--- src/shared/tcm_cfg.svh ---
`ifndef TCM_CFG_SVH
`define TCM_CFG_SVH
// ==========================================================================
// Clock and timing
`define TCM_CLK_HZ          25000000
`define TCM_CAL_PHASE_MS    200
`define TCM_CAL_PHASE_CYC   (`TCM_CAL_PHASE_MS * (`TCM_CLK_HZ / 1000))
`define TCM_DUTY_STEP       (`TCM_CLK_HZ / 256)
`define TCM_CAL_DUTY        8'hc0
`define TCM_KP_SHIFT        2
`define TCM_PCT_MUL         655
// ==========================================================================
// Register byte offsets
`define TCM_OFS_CTRL        5'h00
`define TCM_OFS_STATUS      5'h04
`define TCM_OFS_FREQ        5'h08
`define TCM_OFS_SETPT       5'h0c
`define TCM_OFS_CALIN       5'h10
`define TCM_OFS_CALOUT      5'h14
`define TCM_OFS_POS         5'h18
// ==========================================================================
// Field positions
`define TCM_CTRL_CHAN_EN    0
`define TCM_CTRL_MOD_EN     1
`define TCM_CTRL_SWAP       2
`define TCM_CTRL_CAPTURE    3
`define TCM_CTRL_REQ_LO     4
`define TCM_ST_DETECTED     2
`define TCM_ST_BRIDGE_EN    3
`define TCM_ST_SWAP_USE     4
`define TCM_ST_FAULT        5
`define TCM_HI_LSB          16
// ==========================================================================
// Reset values
`define TCM_RST_CTRL        6'h00
`define TCM_RST_FREQ        16'h03e8
`define TCM_RST_SETPT       7'h00
`define TCM_RST_CAL_LO      12'h000
`define TCM_RST_CAL_HI      12'hfff
`endif

--- src/shared/tcm_pkg.sv ---
`default_nettype none
package tcm_pkg;
  typedef enum logic [1:0] {
    TCM_MODE_IDLE = 2'h0,
    TCM_MODE_PCAL = 2'h1,
    TCM_MODE_CCAL = 2'h2,
    TCM_MODE_CTRL = 2'h3
  } tcm_mode_e;

  typedef enum logic [3:0] {
    TCM_ST_IDLE = 4'h1,
    TCM_ST_PCAL = 4'h2,
    TCM_ST_CCAL = 4'h4,
    TCM_ST_CTRL = 4'h8
  } tcm_state_e;
endpackage : tcm_pkg
`default_nettype wire

--- src/rtl/tcm_channel.sv ---
// Functional notes
// - Bridge on only when enabled and module detected
// - Idle mode drives zero motor voltage
// - Idle still computes primary position from calibration
// - Position calibration entered only from idle
// - Position calibration repeats until request changes; a control calibration request keeps it repeating
// - Idle request aborts calibration at once
// - Control request waits for pass end
// - Control calibration returns straight to idle
// - Control entered from idle, tracks setpoint
// - Control left only toward idle
// - Mode in force reported apart from request
// - Swap flag exchanges primary and secondary inputs
// - Swap flag applies at next capture
// - Capture latches calibration inputs and position
// - Bridge driven by PWM at set frequency
// - Setpoint is percent of calibrated range
// - Bridge fault suspends bridge until cleared
// - Detection needs enable, slot occupied, power
//
// Decided for this implementation: the placing of the registers and the Avalon-MM slave port.
`timescale 1ns/10ps
`default_nettype none
`include "tcm_cfg.svh"

module tcm_channel #(
  parameter int unsigned CAL_PHASE_CYC = `TCM_CAL_PHASE_CYC
) (
  input  wire logic        ref_clk_i,
  input  wire logic        rst_n_i,
  input  wire logic [4:0]  avs_address_i,
  input  wire logic        avs_read_i,
  input  wire logic        avs_write_i,
  input  wire logic [31:0] avs_writedata_i,
  input  wire logic [3:0]  avs_byteenable_i,
  output logic      [31:0] avs_readdata_o,
  output logic             avs_waitrequest_o,
  input  wire logic        slot_occupied_i,
  input  wire logic        ext_power_ok_i,
  input  wire logic        bridge_fault_i,
  input  wire logic [11:0] analog1_i,
  input  wire logic [11:0] analog2_i,
  output logic             bridge_en_o,
  output logic             bridge_pwm_o,
  output logic             bridge_dir_o,
  output logic [1:0]       mode_status_o,
  output logic             module_detected_o
);

  // ========================================================================
  // Helpers
  function automatic logic [31:0] be_merge(input logic [31:0] old_v,
                                           input logic [31:0] new_v,
                                           input logic [3:0]  be);
    logic [31:0] res;
    res = old_v;
    for (int i = 0; i < 4; i++) begin
      if (be[i]) begin
        res[i*8 +: 8] = new_v[i*8 +: 8];
      end
    end
    return res;
  endfunction : be_merge

  function automatic logic [11:0] clip_sub(input logic [11:0] a, input logic [11:0] b);
    return (a > b) ? 12'(a - b) : 12'h000;
  endfunction : clip_sub

  // ========================================================================
  // Pin synchronisers
  logic [2:0] pin_meta_r;
  logic [2:0] pin_sync_r;
  logic       slot_s;
  logic       power_s;
  logic       fault_s;

  always_ff @(posedge ref_clk_i) begin
    if (!rst_n_i) begin
      pin_meta_r <= 3'h0;
      pin_sync_r <= 3'h0;
    end else begin
      pin_meta_r <= {bridge_fault_i, ext_power_ok_i, slot_occupied_i};
      pin_sync_r <= pin_meta_r;
    end
  end
  assign slot_s  = pin_sync_r[0];
  assign power_s = pin_sync_r[1];
  assign fault_s = pin_sync_r[2];

  // ========================================================================
  // Register file
  logic [5:0]  ctrl_r;
  logic [15:0] freq_r;
  logic [6:0]  setpt_r;
  logic [11:0] calin_lo_r;
  logic [11:0] calin_hi_r;
  logic [11:0] calout_lo_r;
  logic [11:0] calout_hi_r;
  logic        ack_r;
  logic [31:0] rdata_r;
  logic [31:0] wr_ctrl;
  logic [31:0] wr_freq;
  logic [31:0] wr_setpt;
  logic [31:0] wr_calin;
  logic        wr_go;
  logic        chan_en;
  logic        mod_en;
  logic        cap;
  tcm_pkg::tcm_mode_e req;

  assign avs_waitrequest_o = (avs_read_i | avs_write_i) & ~ack_r;
  assign avs_readdata_o    = rdata_r;
  // Writes land at the acknowledged edge, where the master sees waitrequest low
  assign wr_go    = avs_write_i & ack_r;
  assign wr_ctrl  = be_merge({26'h0, ctrl_r}, avs_writedata_i, avs_byteenable_i);
  assign wr_freq  = be_merge({16'h0, freq_r}, avs_writedata_i, avs_byteenable_i);
  assign wr_setpt = be_merge({25'h0, setpt_r}, avs_writedata_i, avs_byteenable_i);
  assign wr_calin = be_merge({4'h0, calin_hi_r, 4'h0, calin_lo_r}, avs_writedata_i,
                             avs_byteenable_i);
  assign chan_en  = ctrl_r[`TCM_CTRL_CHAN_EN];
  assign mod_en   = ctrl_r[`TCM_CTRL_MOD_EN];
  assign cap      = ctrl_r[`TCM_CTRL_CAPTURE];
  assign req      = tcm_pkg::tcm_mode_e'(ctrl_r[`TCM_CTRL_REQ_LO +: 2]);

  // One wait cycle per access keeps the read mux off the bus path
  always_ff @(posedge ref_clk_i) begin
    if (!rst_n_i) begin
      ack_r <= 1'b0;
    end else begin
      ack_r <= (avs_read_i | avs_write_i) & ~ack_r;
    end
  end

  always_ff @(posedge ref_clk_i) begin
    if (!rst_n_i) begin
      ctrl_r     <= `TCM_RST_CTRL;
      freq_r     <= `TCM_RST_FREQ;
      setpt_r    <= `TCM_RST_SETPT;
      calin_lo_r <= `TCM_RST_CAL_LO;
      calin_hi_r <= `TCM_RST_CAL_HI;
    end else if (wr_go) begin
      case (avs_address_i & 5'h1c)
        `TCM_OFS_CTRL:  ctrl_r  <= wr_ctrl[5:0];
        `TCM_OFS_FREQ:  freq_r  <= wr_freq[15:0];
        `TCM_OFS_SETPT: setpt_r <= (wr_setpt[6:0] > 7'h64) ? 7'h64 : wr_setpt[6:0];
        `TCM_OFS_CALIN: begin
          calin_lo_r <= wr_calin[11:0];
          calin_hi_r <= wr_calin[`TCM_HI_LSB +: 12];
        end
        default: ;
      endcase
    end
  end

  // ========================================================================
  // Sensors, presence, position
  logic        swap_use_r;
  logic [11:0] cap_lo_r;
  logic [11:0] cap_hi_r;
  logic [11:0] cap_prim_r;
  logic [11:0] prim;
  logic [11:0] sec;
  logic        detected_r;
  logic [11:0] pos_rel_r;

  assign prim = swap_use_r ? analog2_i : analog1_i;
  assign sec  = swap_use_r ? analog1_i : analog2_i;

  // Capture is a level: everything is re-latched every cycle it stays set
  always_ff @(posedge ref_clk_i) begin
    if (!rst_n_i) begin
      swap_use_r <= 1'b0;
      cap_lo_r   <= `TCM_RST_CAL_LO;
      cap_hi_r   <= `TCM_RST_CAL_HI;
      cap_prim_r <= 12'h000;
    end else if (cap) begin
      swap_use_r <= ctrl_r[`TCM_CTRL_SWAP];
      cap_lo_r   <= calin_lo_r;
      cap_hi_r   <= calin_hi_r;
      cap_prim_r <= prim;
    end
  end

  always_ff @(posedge ref_clk_i) begin
    if (!rst_n_i) begin
      detected_r <= 1'b0;
      pos_rel_r  <= 12'h000;
    end else begin
      detected_r <= mod_en & slot_s & power_s;
      pos_rel_r  <= clip_sub(prim, calout_lo_r);
    end
  end
  assign module_detected_o = detected_r;

  // ========================================================================
  // Mode sequencer
  tcm_pkg::tcm_state_e state_r;
  logic        ccal_hold_r;
  logic [23:0] cnt_r;
  logic        phase_r;
  logic        pass_done;

  assign pass_done = phase_r && (cnt_r == 24'(CAL_PHASE_CYC - 1));

  always_ff @(posedge ref_clk_i) begin
    if (!rst_n_i) begin
      state_r <= tcm_pkg::TCM_ST_IDLE;
    end else begin
      case (state_r)
        tcm_pkg::TCM_ST_IDLE: begin
          case (req)
            tcm_pkg::TCM_MODE_PCAL: state_r <= tcm_pkg::TCM_ST_PCAL;
            tcm_pkg::TCM_MODE_CCAL: begin
              state_r <= ccal_hold_r ? tcm_pkg::TCM_ST_IDLE : tcm_pkg::TCM_ST_CCAL;
            end
            tcm_pkg::TCM_MODE_CTRL: state_r <= tcm_pkg::TCM_ST_CTRL;
            default:                state_r <= tcm_pkg::TCM_ST_IDLE;
          endcase
        end
        tcm_pkg::TCM_ST_PCAL: begin
          if (req == tcm_pkg::TCM_MODE_IDLE) begin
            state_r <= tcm_pkg::TCM_ST_IDLE;
          end else if (req == tcm_pkg::TCM_MODE_CTRL && pass_done) begin
            state_r <= tcm_pkg::TCM_ST_CTRL;
          end else begin
            state_r <= tcm_pkg::TCM_ST_PCAL;
          end
        end
        tcm_pkg::TCM_ST_CCAL: state_r <= tcm_pkg::TCM_ST_IDLE;
        tcm_pkg::TCM_ST_CTRL: begin
          if (req == tcm_pkg::TCM_MODE_IDLE) begin
            state_r <= tcm_pkg::TCM_ST_IDLE;
          end else begin
            state_r <= tcm_pkg::TCM_ST_CTRL;
          end
        end
        default: state_r <= tcm_pkg::TCM_ST_IDLE;
      endcase
    end
  end

  // A held request re-enters only once withdrawn, so the status never flickers
  always_ff @(posedge ref_clk_i) begin
    if (!rst_n_i) begin
      ccal_hold_r <= 1'b0;
    end else if (state_r == tcm_pkg::TCM_ST_CCAL) begin
      ccal_hold_r <= 1'b1;
    end else if (req != tcm_pkg::TCM_MODE_CCAL) begin
      ccal_hold_r <= 1'b0;
    end
  end

  always_comb begin
    case (state_r)
      tcm_pkg::TCM_ST_PCAL: mode_status_o = tcm_pkg::TCM_MODE_PCAL;
      tcm_pkg::TCM_ST_CCAL: mode_status_o = tcm_pkg::TCM_MODE_CCAL;
      tcm_pkg::TCM_ST_CTRL: mode_status_o = tcm_pkg::TCM_MODE_CTRL;
      default:              mode_status_o = tcm_pkg::TCM_MODE_IDLE;
    endcase
  end

  // ========================================================================
  // Calibration pass: open sweep then close sweep, tracking the extremes
  logic [11:0] min_r;
  logic [11:0] max_r;

  always_ff @(posedge ref_clk_i) begin
    if (!rst_n_i) begin
      cnt_r   <= 24'h0;
      phase_r <= 1'b0;
      min_r   <= 12'h000;
      max_r   <= 12'h000;
    end else if (state_r != tcm_pkg::TCM_ST_PCAL || pass_done) begin
      cnt_r   <= 24'h0;
      phase_r <= 1'b0;
      min_r   <= cap_prim_r;
      max_r   <= cap_prim_r;
    end else begin
      if (cnt_r == 24'(CAL_PHASE_CYC - 1)) begin
        cnt_r   <= 24'h0;
        phase_r <= 1'b1;
      end else begin
        cnt_r <= cnt_r + 24'h1;
      end
      if (prim < min_r) begin
        min_r <= prim;
      end
      if (prim > max_r) begin
        max_r <= prim;
      end
    end
  end

  // Results are clamped into the captured expected range
  always_ff @(posedge ref_clk_i) begin
    if (!rst_n_i) begin
      calout_lo_r <= `TCM_RST_CAL_LO;
      calout_hi_r <= `TCM_RST_CAL_HI;
    end else if (state_r == tcm_pkg::TCM_ST_PCAL && pass_done) begin
      calout_lo_r <= (min_r < cap_lo_r) ? cap_lo_r : min_r;
      calout_hi_r <= (max_r > cap_hi_r) ? cap_hi_r : max_r;
    end
  end

  // ========================================================================
  // Position loop and PWM
  logic [11:0] span;
  logic [28:0] scaled;
  logic [12:0] target;
  logic [12:0] err;
  logic [12:0] err_mag;
  logic [7:0]  duty;
  logic        dir;
  logic [24:0] acc_r;
  logic [24:0] acc_sum;
  logic        active;
  logic        pwm_r;
  logic        dir_r;
  logic        bridge_en_r;

  assign span    = clip_sub(calout_hi_r, calout_lo_r);
  assign scaled  = 29'(span * setpt_r * 10'(`TCM_PCT_MUL));
  assign target  = 13'(calout_lo_r) + 13'(scaled[28:16]);
  assign err     = 13'(target - 13'(prim));
  assign err_mag = err[12] ? 13'(-err) : err;
  assign active  = state_r == tcm_pkg::TCM_ST_PCAL || state_r == tcm_pkg::TCM_ST_CTRL;
  assign acc_sum = acc_r + 25'(freq_r);

  always_comb begin
    if (state_r == tcm_pkg::TCM_ST_PCAL) begin
      duty = `TCM_CAL_DUTY;
      dir  = ~phase_r;
    end else if ((err_mag >> `TCM_KP_SHIFT) > 13'h0ff) begin
      duty = 8'hff;
      dir  = ~err[12];
    end else begin
      duty = 8'(err_mag >> `TCM_KP_SHIFT);
      dir  = ~err[12];
    end
  end

  // Phase accumulator wraps once per PWM period at the set rate in Hz
  always_ff @(posedge ref_clk_i) begin
    if (!rst_n_i) begin
      acc_r <= 25'h0;
    end else if (acc_sum >= 25'(`TCM_CLK_HZ)) begin
      acc_r <= 25'(acc_sum - 25'(`TCM_CLK_HZ));
    end else begin
      acc_r <= acc_sum;
    end
  end

  always_ff @(posedge ref_clk_i) begin
    if (!rst_n_i) begin
      pwm_r       <= 1'b0;
      dir_r       <= 1'b0;
      bridge_en_r <= 1'b0;
    end else begin
      pwm_r       <= active && (acc_r < 25'(duty * 17'(`TCM_DUTY_STEP)));
      dir_r       <= dir;
      bridge_en_r <= chan_en && detected_r && !fault_s;
    end
  end
  assign bridge_en_o  = bridge_en_r;
  assign bridge_pwm_o = pwm_r;
  assign bridge_dir_o = dir_r;

  // ========================================================================
  // Read mux
  always_ff @(posedge ref_clk_i) begin
    if (!rst_n_i) begin
      rdata_r <= 32'h0;
    end else if (avs_read_i && !ack_r) begin
      case (avs_address_i & 5'h1c)
        `TCM_OFS_CTRL:   rdata_r <= {26'h0, ctrl_r};
        `TCM_OFS_STATUS: rdata_r <= {26'h0, fault_s, swap_use_r, bridge_en_r,
                                     detected_r, mode_status_o};
        `TCM_OFS_FREQ:   rdata_r <= {16'h0, freq_r};
        `TCM_OFS_SETPT:  rdata_r <= {25'h0, setpt_r};
        `TCM_OFS_CALIN:  rdata_r <= {4'h0, calin_hi_r, 4'h0, calin_lo_r};
        `TCM_OFS_CALOUT: rdata_r <= {4'h0, calout_hi_r, 4'h0, calout_lo_r};
        `TCM_OFS_POS:    rdata_r <= {4'h0, sec, 4'h0, pos_rel_r};
        default:         rdata_r <= 32'h0;
      endcase
    end
  end

  // ========================================================================
  // Checks
  chk_bridge_gate: assert property (@(posedge ref_clk_i) disable iff (!rst_n_i)
    bridge_en_o |-> $past(chan_en) && $past(detected_r))
    else $error("bridge enabled without enable and presence");
  chk_fault_stop: assert property (@(posedge ref_clk_i) disable iff (!rst_n_i)
    fault_s |=> !bridge_en_o)
    else $error("bridge stayed enabled during fault");
  chk_idle_zero: assert property (@(posedge ref_clk_i) disable iff (!rst_n_i)
    (state_r == tcm_pkg::TCM_ST_IDLE) |=> !bridge_pwm_o)
    else $error("motor driven while idle");
  chk_pcal_entry: assert property (@(posedge ref_clk_i) disable iff (!rst_n_i)
    $rose(state_r == tcm_pkg::TCM_ST_PCAL) |-> $past(state_r == tcm_pkg::TCM_ST_IDLE))
    else $error("position calibration entered from non-idle");
  chk_pcal_repeat: assert property (@(posedge ref_clk_i) disable iff (!rst_n_i)
    (state_r == tcm_pkg::TCM_ST_PCAL && pass_done && req == tcm_pkg::TCM_MODE_PCAL)
    |=> state_r == tcm_pkg::TCM_ST_PCAL && cnt_r == 24'h0 && !phase_r)
    else $error("calibration pass not restarted");
  chk_pcal_abort: assert property (@(posedge ref_clk_i) disable iff (!rst_n_i)
    (state_r == tcm_pkg::TCM_ST_PCAL && req == tcm_pkg::TCM_MODE_IDLE)
    |=> mode_status_o == tcm_pkg::TCM_MODE_IDLE)
    else $error("idle request did not abort calibration");
  chk_pcal_finish: assert property (@(posedge ref_clk_i) disable iff (!rst_n_i)
    (state_r == tcm_pkg::TCM_ST_PCAL && req == tcm_pkg::TCM_MODE_CTRL && !pass_done)
    |=> state_r == tcm_pkg::TCM_ST_PCAL)
    else $error("control entered before pass end");
  chk_ccal_return: assert property (@(posedge ref_clk_i) disable iff (!rst_n_i)
    (state_r == tcm_pkg::TCM_ST_CCAL) |=> state_r == tcm_pkg::TCM_ST_IDLE)
    else $error("control calibration did not return to idle");
  chk_ccal_once: assert property (@(posedge ref_clk_i) disable iff (!rst_n_i)
    (state_r == tcm_pkg::TCM_ST_IDLE && ccal_hold_r) |=> state_r != tcm_pkg::TCM_ST_CCAL)
    else $error("control calibration re-entered without a new request");
  chk_ctrl_hold: assert property (@(posedge ref_clk_i) disable iff (!rst_n_i)
    (state_r == tcm_pkg::TCM_ST_CTRL && req != tcm_pkg::TCM_MODE_IDLE)
    |=> state_r == tcm_pkg::TCM_ST_CTRL)
    else $error("control left without idle request");
  chk_swap_hold: assert property (@(posedge ref_clk_i) disable iff (!rst_n_i)
    !cap |=> $stable(swap_use_r))
    else $error("sensor swap changed without capture");
  chk_detect: assert property (@(posedge ref_clk_i) disable iff (!rst_n_i)
    module_detected_o |-> $past(mod_en) && $past(slot_s) && $past(power_s))
    else $error("module detected without enable, slot and power");

endmodule : tcm_channel
`default_nettype wire

--- config.mk ---
export PLATFORM = sky130hd
export DESIGN_NAME = tcm_channel
export DESIGN_NICKNAME = d
export VERILOG_FILES = /design/src/shared/tcm_pkg.sv /design/src/rtl/tcm_channel.sv
export VERILOG_INCLUDE_DIRS = /design/src /design/src/shared
export SDC_FILE = /design/constraint.sdc
export NUM_CORES = 1
export LEC_CHECK = 0
export ABC_AREA = 1
export ABC_CLOCK_PERIOD_IN_PS = 38300
export BUFFER_PORTS_ARGS = -buffer_cell sky130_fd_sc_hd__buf_2
export CELL_PAD_IN_SITES_DETAIL_PLACEMENT = 1
export CELL_PAD_IN_SITES_GLOBAL_PLACEMENT = 2
export CORE_ASPECT_RATIO = 0.9
export CORE_MARGIN = 1.5
export CORE_UTILIZATION = 40
export DETAILED_ROUTE_END_ITERATION = 16
export GPL_ROUTABILITY_DRIVEN = 0
export GPL_TIMING_DRIVEN = 0
export HOLD_SLACK_MARGIN = 0.02
export PLACE_DENSITY_LB_ADDON = 0.2
export SETUP_SLACK_MARGIN = 0.5
export SLEW_MARGIN = 15
export SYNTH_ARGS = -nofsm -noshare
export SYNTH_HDL_FRONTEND = slang
export SYNTH_SLANG_ARGS = --single-unit
--- constraint.sdc ---
create_clock -name ref_clk_i -period 38.3 [get_ports ref_clk_i]
set_clock_uncertainty 0.05 [all_clocks]
set_input_delay 0 -clock ref_clk_i [delete_from_list [all_inputs] [get_ports ref_clk_i]]
set_output_delay 0 -clock ref_clk_i [all_outputs]
set_load 0.01 [all_outputs]
Word-level counts from Yosys, hierarchy flattened
Index checks and enable logic that the tools add are counted.
Widths: inputs -> output; s select.
- word-level logic and storage cells: 129
- output and inout port bits: 39
- bits in registers: 248
- multipliers: 3
- magnitude comparators: 10
- bitwise gates (word level): 9
- equality and inequality tests: 16
- add/sub/neg operators: 8
- reductions and logical operators: 27
- multiplexer cells: 26
- operators with widths (kind ; count):
    $pmux 28 s7 ; 1
    $mux 12 ; 9
    $gt 12x12->1 ; 4
    $mul 19x10->29 const B ; 1
    $add 25x16->25 ; 1
    $ge 25x25->1 const B ; 1
    $lt 25x25->1 ; 1
    $mux 25 ; 1
    $sub 25x25->25 const B ; 1
    $add 24x1->24 const B ; 1
    $eq 24x23->1 const B ; 1
    $lt 12x12->1 ; 2
    $pmux 4 s3 ; 2
    $sub 12x12->12 ; 2
    $mul 8x14->22 const B ; 1
    $reduce_and 3->1 ; 7
    $mul 12x7->19 ; 1
    $mux 8 ; 2
    $mux 7 ; 2
    $add 12x13->13 ; 1
    $mux 13 ; 1
    $neg 13->13 ; 1
    $sub 13x12->13 ; 1
    $mux 4 ; 3
    28 further kinds ; 51

Depth between registers and ports, before layout
Gate-level depths: netlist of run 1.
- word-level depth: 14
- depth in mapped cells: 111
- gate-level depth less buffers: 109

Least setup slack after synthesis of run 1
No wires, ideal clock.
- kind: flip-flop to flip-flop
- from: register calout_lo_r[5]
- to: register pwm_r, in the netlist bridge_pwm_o
- cell stages (with the launch flop): 98
- period minus slack after synthesis: 17.757 ns
- arrival: 17.582 ns
- library setup time: 0.125 ns
- path slack: 20.543 ns
- path through: dfxtp_1 inv_1 ha_1 inv_1 nor3_1 a21oi_1 nor2_1 inv_1 a21oi_1 nor2_1 inv_1 a21oi_1 o21bai_1 nand2_1 inv_1 clkbuf_1 nand2_1 inv_1 [... 62 more ...] nor3_1 nand2_1 nand2_1 nand2_1 nand2_1 a21oi_1 o21ai_0 a21boi_0 o21ai_0 nand2_1 nand2_1 a21oi_1 xor2_1 ha_1 nand4_1 nor3_1 nor4b_1 a21oi_1
- cells in the longest elaborated chain, start to end: 14
- elaborated cells between the ends (all ways): 15
- classes of those cells: 4 x add/sub; 3 x mul; 3 x order compare; 4 x mux; 1 x reduce/logical
- RTL lines (what ; RTL line ; text):
    start: declaration ; tcm_channel.sv:97 ; logic [11:0] calout_lo_r;
    start signal: assignment ; tcm_channel.sv:297 ; calout_lo_r <= `TCM_RST_CAL_LO;
    start signal: assignment ; tcm_channel.sv:300 ; calout_lo_r <= (min_r < cap_lo_r) ? cap_lo_r : min_r;
    $sub 12x12->12 / $gt 12x12->1 (equally long branches) ; tcm_channel.sv:66 ; return (a > b) ? 12'(a - b) : 12'h000;
    $mux 12 ; tcm_channel.sv:66 ;
    $mul 12x7->19 ; tcm_channel.sv:322 ; assign scaled = 29'(span * setpt_r * 10'(`TCM_PCT_MUL));
    $mul 19x10->29 ; tcm_channel.sv:322 ;
    $add 12x13->13 * ; tcm_channel.sv:323 ; assign target = 13'(calout_lo_r) + 13'(scaled[28:16]);
    $sub 13x12->13 * ; tcm_channel.sv:324 ; assign err = 13'(target - 13'(prim));
    $neg 13->13 ; tcm_channel.sv:325 ; assign err_mag = err[12] ? 13'(-err) : err;
    $mux 13 * ; tcm_channel.sv:325 ;
    $gt 11x8->1 ; tcm_channel.sv:333 ; end else if ((err_mag >> `TCM_KP_SHIFT) > 13'h0ff) begin
    $mux 8 * ; tcm_channel.sv:333 ;
    $mux 8 * ; tcm_channel.sv:330 ; if (state_r == tcm_pkg::TCM_ST_PCAL) begin
    $mul 8x14->22 * ; tcm_channel.sv:359 ; pwm_r <= active && (acc_r < 25'(duty * 17'(`TCM_DUTY_STEP)));
    $lt 25x25->1 * ; tcm_channel.sv:359 ;
    $logic_and 1x1->1 * ; tcm_channel.sv:359 ;
    end signal: assignment ; tcm_channel.sv:359 ;
    end: declaration ; tcm_channel.sv:317 ; logic pwm_r;
Mark *: on every way between the ends. The rest lies on a longest branch, timed or not.
A chain may end at the register's enable or synchronous reset.

Final worst setup path of run 1
Same ends and word-level chain as after synthesis.

==> impl_results.md, run 1 <==
- Post-Synth XOR/XNOR Area: 0.0381
- DR vias/cell: 5.32
- Setup TNS: 0 ns
- Largest net degree at the start of global routing: 18
- First-pass GRT wire length: 135000 microns
- Final non-filler cell area: 27400 sq um
- Post-Synthesis Cells: 3326
- Hold buffer count at CTS: 86
- Reg2Reg Depth: 97
- Hold WS: 0.0679 ns
- Critical Path End Type: register
- WP data arrival: 21.85 ns
- Crit path required time: 38.69 ns
- RSZ-0062 raised after global routing: no
- Core area: 58900 sq um
- FILL cells: 7515
- # clock sinks: 244
- Mapped cell area: 24000 sq um
- Avg Cell Area, Syn: 7.22 sq um
- # setup viols final: 0
- Post-synthesis compound-gate area fraction: 0.139
- Crit-path max FO: 10
- Synth Register Bits: 244
- Relative slew slack: 0.248
- Post-synthesis simple-gate area fraction: 0.212
- Ports: 111
- Clock-pin slew on the worst setup and hold paths: 0.06 ns
- TritonCTS clock tree: yes
- Outcome: finished, final reports clean
- Final nets: 4098
- H-tree levels: 1
- Max Slew Vio Count: 0
- Setup CP Type: reg -> reg
- Worst Setup Start Kind: register
- Final WL: 85400 microns
- Post-synthesis sequential area ratio: 0.204
- DP Wirelength: 71400 microns
- Hold depth: 4
- DR pass1 iterations: 5
- I/O Buffers: 100
- Critical-path top delay cell: fa_1
- FMAX: 46.6 MHz
- Largest family of logic cells by synthesized area: adder cells
- Initial antenna violation count: 0
- Synth cell types: 58
- Clock root cell: clkbuf_16
- Period utilisation layout: 0.560
- Hold Path Class: in -> reg
- Die height: 235 microns
- Final Critical Period: 21.46 ns
- CTS Buffer Depth: 3
- Max cap viols: 0
- Worst Tran Pin Value: 1.12 ns
- Die area: 61500 sq um
- Post-CTS Resized: 0
- Share of cells above drive strength 1: 0.0594
- Via count: 23.1k
- CTS Buf Count: 30
- Chip Width: 261 microns
- Initial DRC Count: 1242
- Routed wire per std cell: 19.7 microns
- DR DRC count: 0
- Routed Antenna Nets: 0
- CP dominant cell by count: inv_1
- Endpoints failing hold: 0
- Max incr delay on CP: 0.58 ns
- Worst-Skew Late Latency: 0.63 ns
- DP Area: 25500 sq um
- Initial core utilization: 0.408
- Post-CTS setup buffers: 0
- Antenna diode count: 0
- Yosys warns: 0
- Area growth, synth to finish: 14.1%
- Post-Synth Adder-Cell Area: 0.296
- GRT Resource Usage Total: 0.280
- GR Overflow Total: 0
- Vias in the first global route: 24.7k
- Post-synthesis mux area share: 0
- FP Rows: 84
## cell usage after synthesis, drive strengths merged
library cell	count	share of area
nand4	58	0.015
a211o	1	0.00037
and3	1	0.00026
o21ai	180	0.038
ha	319	0.17
o221ai	8	0.0029
nor4	7	0.0018
a21o	7	0.0022
nor2	286	0.046
buf	10	0.0028
nand2	680	0.11
o211ai	30	0.0096
nor3	36	0.0077
o31ai	6	0.0021
o21a	5	0.0016
o22ai	15	0.0039
clkbuf	70	0.011
conb	1	0.00016
or2	10	0.0026
a22oi	1	0.00031
nor3b	8	0.0025
inv	612	0.096
o2111ai	9	0.0033
o311ai	8	0.0029
nand3	117	0.026
xnor2	26	0.0095
fa	156	0.13
nand3b	8	0.0025
a221oi	6	0.0022
dfxtp	244	0.20
a221o	2	0.00083
clkinv	9	0.0014
xor2	74	0.029
and2	1	0.00026
a211oi	11	0.0034
a21oi	277	0.058
a21boi	4	0.0013
nor4b	1	0.00037
a31oi	7	0.0018
a31o	1	0.00037
o21bai	14	0.0045
## state kept, by name (all words and copies together), names as in the netlist, 3 cells and up
register	count
calout_lo_r	12
cnt_r	24
cap_prim_r	12
pin_meta_r	3
pin_sync_r	3
state_r	4
cap_hi_r	12
freq_r	16
max_r	12
calin_hi_r	12
cap_lo_r	12
calout_hi_r	12
calin_lo_r	12
avs_readdata_o	28
min_r	12
ctrl_r	6
pos_rel_r	12
setpt_r	7
acc_r	25
## cell families (layout without fill, tap and decap cells)
logic type	count (synthesis)	count (layout)
and+or+nand+nor	1213	1213
buffers and inverters	701	943
AOI/OAI and AO/OA	592	592
adders and majority gates	475	475
DFF	244	244
xor gates and xnor gates	100	100
other	1	4
## layer usage
metal | share of wire | wire length, microns | GRT usage
met5 | 0 | 0 | 0
met4 | 0.029 | 2470 | 0.0747
met3 | 0.048 | 4090 | 0.0312
met2 | 0.45 | 38600 | 0.459
met1 | 0.47 | 40200 | 0.387
## placed cells by master (no fill, tap or decap), drive strengths merged, types with 114 or more instances in the layout
| cell | instances |
|---|---|
| inv | 613 |
| o21ai | 180 |
| nor2 | 286 |
| buf | 114 |
| fa | 156 |
| dfxtp | 244 |
| ha | 319 |
| nand3 | 117 |
| nand2 | 680 |
| a21oi | 277 |
## cell type report
class                      count  area (sq um)  area share
inverter                     621          2330      0.0851
clock inverter                13           175     0.00640
tap                          774           968      0.0354
sequential                   244          4880       0.178
clock buffer                  39           835      0.0305
timing repair buffer         190          1390      0.0508
buffer                        80           329      0.0120
multi-input combinational   2384         16500       0.601
## worst max-delay path, delay by kind of cell, from the launching register on
kind                     cells  cell delay, ns
AO/OA/AOI/OAI               21            3.80
XOR/XNOR                     4            1.30
adder cells (fa/ha/maj)     21            8.94
buffers and inverters       23            2.58
flip-flops                   1            0.46
AND/OR/NAND/NOR             28            4.17
## worst paths after layout
kind / start / endpoint / slack, ns
min: ext_power_ok_i / pin_meta_r[1] / 0.07
max reg2reg: calout_lo_r[5] / bridge_pwm_o / 16.84
min reg2reg: pin_meta_r[0] / pin_sync_r[0] / 0.37
max: calout_lo_r[5] / bridge_pwm_o / 16.84
## through the flow
step	util	std cells	setup slack (ns)
after floorplan	-	3329	20.54
after global placement	0.433	4203	17.46
after detailed placement	0.433	4207	16.92
after CTS	0.465	4345	16.81
after global routing	0.465	4345	14.97
final	0.465	4345	16.84
Power of run 1 is left out: the tool's default activity adds up to more than one toggle a clock period on the data nets, which glitch-free logic cannot reach.
==> run 2, diff against run 1 <==
--- a/config.mk
+++ b/config.mk
@@ -7,13 +7,13 @@
 export NUM_CORES = 1
 export LEC_CHECK = 0
 export ABC_AREA = 1
-export ABC_CLOCK_PERIOD_IN_PS = 38300
+export ABC_CLOCK_PERIOD_IN_PS = 21200
 export BUFFER_PORTS_ARGS = -buffer_cell sky130_fd_sc_hd__buf_2
 export CELL_PAD_IN_SITES_DETAIL_PLACEMENT = 1
 export CELL_PAD_IN_SITES_GLOBAL_PLACEMENT = 2
 export CORE_ASPECT_RATIO = 0.9
 export CORE_MARGIN = 1.5
-export CORE_UTILIZATION = 40
+export CORE_UTILIZATION = 37
 export DETAILED_ROUTE_END_ITERATION = 16
 export GPL_ROUTABILITY_DRIVEN = 0
 export GPL_TIMING_DRIVEN = 0
==> constraint.sdc (replaced) <==
create_clock -name ref_clk_i -period 21.2 [get_ports ref_clk_i]
set_clock_uncertainty 0.05 [all_clocks]
set_input_delay 0 -clock ref_clk_i [delete_from_list [all_inputs] [get_ports ref_clk_i]]
set_output_delay 0 -clock ref_clk_i [all_outputs]
set_load 0.01 [all_outputs]
==> impl_results.md, run 2 (synthesis results as in run 1) <==
- Vias in the first global route: 24.7k (about the same)
- DR vias/cell: 5.19 (was 5.32)
- Chip Width: 271 microns (was 261 microns)
- Worst-Skew Late Latency: 0.61 ns (was 0.63 ns)
- Initial core utilization: 0.375 (was 0.408)
- FF-to-FF End: bridge_pwm_o (unchanged)
- Antenna diode count: 0 (unchanged)
- First-pass GRT wire length: 136000 microns (was 135000 microns)
- Final nets: 4109 (was 4098)
- Reg2reg start: calout_lo_r[5] (unchanged)
- Final Critical Period: 19.31 ns (was 21.46 ns)
- DP Wirelength: 71400 microns (about the same)
- Max incr delay on CP: 0.58 ns (about the same)
- Reg2Reg Depth: 100 (was 97)
- Outcome: finished, final reports clean (unchanged)
- Worst hold endpoint: cap_prim_r[10] (was pin_meta_r[1])
- Hold Path Class: in -> reg (unchanged)
- I/O Buffers: 100 (unchanged)
- DR DRC count: 0 (unchanged)
- Clock root cell: clkbuf_16 (unchanged)
- RSZ-0062 raised after global routing: no (unchanged)
- Die area: 66400 sq um (was 61500 sq um)
- Initial antenna violation count: 0 (unchanged)
- CP dominant cell by count: inv_1 (unchanged)
- HP Start: analog2_i[10] (was ext_power_ok_i)
- TritonCTS clock tree: yes (unchanged)
- GRT Resource Usage Total: 0.259 (was 0.280)
- Worst Tran Pin Value: 0.943 ns (was 1.12 ns)
- Largest net degree at the start of global routing: 18 (unchanged)
- # clock sinks: 244 (unchanged)
- Via count: 23.1k (about the same)
- Critical-path top delay cell: fa_1 (unchanged)
- Setup CP Type: reg -> reg (unchanged)
- Max cap viols: 0 (unchanged)
- Critical Path End Type: register (unchanged)
- GR Overflow Total: 0 (unchanged)
- Commonest non-fill, non-tap cells in the layout: 669 x nand2_1, 593 x inv_1, 313 x ha_1 (was 677 x nand2_1, 599 x inv_1, 319 x ha_1)
- Routed Antenna Nets: 0 (unchanged)
- Max reg flops: 28 (unchanged)
- DP Area: 25600 sq um (was 25500 sq um)
- Worst Setup Start Kind: register (unchanged)
- Routed wire per std cell: 19.3 microns (was 19.7 microns)
- Crit-path max FO: 10 (unchanged)
- FMAX: 51.8 MHz (was 46.6 MHz)
- FP Rows: 88 (was 84)
- Final non-filler cell area: 27900 sq um (was 27400 sq um)
- Hold depth: 5 (was 4)
- Die height: 245 microns (was 235 microns)
- Final WL: 85600 microns (was 85400 microns)
- CTS Buffer Depth: 3 (unchanged)
- Share of cells above drive strength 1: 0.0792 (was 0.0594)
- Initial DRC Count: 1074 (was 1242)
- Commonest non-fill, non-tap cell in the layout: nand2_1 (unchanged)
- Final Util: 0.435 (was 0.465)
- Relative slew slack: 0.371 (was 0.248)
- Clock-pin slew on the worst setup and hold paths: 0.06 ns (about the same)
- Ports: 111 (unchanged)
- Setup slack on the worst flop-to-flop path: 1.89 ns (was 16.84 ns)
- WP data arrival: 19.77 ns (was 21.85 ns)
- H-tree levels: 1 (unchanged)
- FILL cells: 8125 (was 7515)
- Max Slew Vio Count: 0 (unchanged)
- Crit path required time: 21.66 ns (was 38.69 ns)
- # setup viols final: 0 (unchanged)
- Area growth, synth to finish: 16.2% (was 14.1%)
- DR pass1 iterations: 5 (unchanged)
- Period utilisation layout: 0.911 (was 0.560)
- CTS Buf Count: 30 (unchanged)
- Core area: 64100 sq um (was 58900 sq um)
- Hold WS: 0.0580 ns (was 0.0679 ns)
- Endpoints failing hold: 0 (unchanged)
run 2: cell count changes in the layout (fill, tap and decap cells not counted), sizes merged:
cell,change
buf,+12
bufinv,-1
clkinv,+1
clkinvlp,+4
inv,-2
run 2: final cells by class:
type / count / area, sq um / area share
sequential: 244 / 4890 / 0.175
clock buffer: 40 / 828 / 0.0297
buffer: 80 / 337 / 0.0121
inverter: 621 / 2340 / 0.0840
clock inverter: 15 / 163 / 0.00583
multi-input combinational: 2384 / 16800 / 0.602
timing repair buffer: 201 / 1470 / 0.0528
tap: 855 / 1070 / 0.0384
run 2: worst max-delay path by stage:
stage,start,endpoint,cells past startpoint
floorplan,calout_lo_r[5],bridge_pwm_o,97
global placement,calout_lo_r[5],bridge_pwm_o,98
detailed placement,calout_lo_r[5],bridge_pwm_o,99
CTS,calout_lo_r[1],bridge_pwm_o,99
global route,calout_lo_r[5],bridge_pwm_o,100
finish,calout_lo_r[5],bridge_pwm_o,100
run 2: metal layers:
| metal | up-vias | track usage | part of all wire |
|---|---|---|---|
| met5 | - | 0 | 0 |
| met4 | 0 | 0.0706 | 0.029 |
| met3 | 120 | 0.0295 | 0.041 |
| met2 | 449 | 0.431 | 0.45 |
| met1 | 11300 | 0.356 | 0.48 |
| li1 | 11200 | - | - |
run 2: repair_timing:
action                     4_1_cts  5_1_grt
gates resized for setup         14       69
buffers inserted                 1       10
hold buffers                    86        0
setup endpoints to repair        1        1
pin swaps                        1       13
hold endpoints to repair        76        0
run 2: metrics by stage:
step | setup TNS [ns] | instances | setup WS [ns]
after floorplan | 0 | 3329 | 3.44
after global placement | 0 | 4284 | 0.372
after detailed placement | -0.0202 | 4288 | -0.0202
after CTS | 0 | 4430 | 0.530
after global routing | 0 | 4440 | 0.444
final | 0 | 4440 | 1.89
run 2: critical path, delay by kind of cell (launching register included):
family                     cells  cell delay, ns
buffers and inverters         22            2.11
and+or+nand+nor               32            3.46
xor gates and xnor gates       4            0.98
adders and majority gates     21            8.98
DFF                            1            0.39
AOI/OAI and AO/OA             21            3.23
Power of run 2 is left out for the same reason.
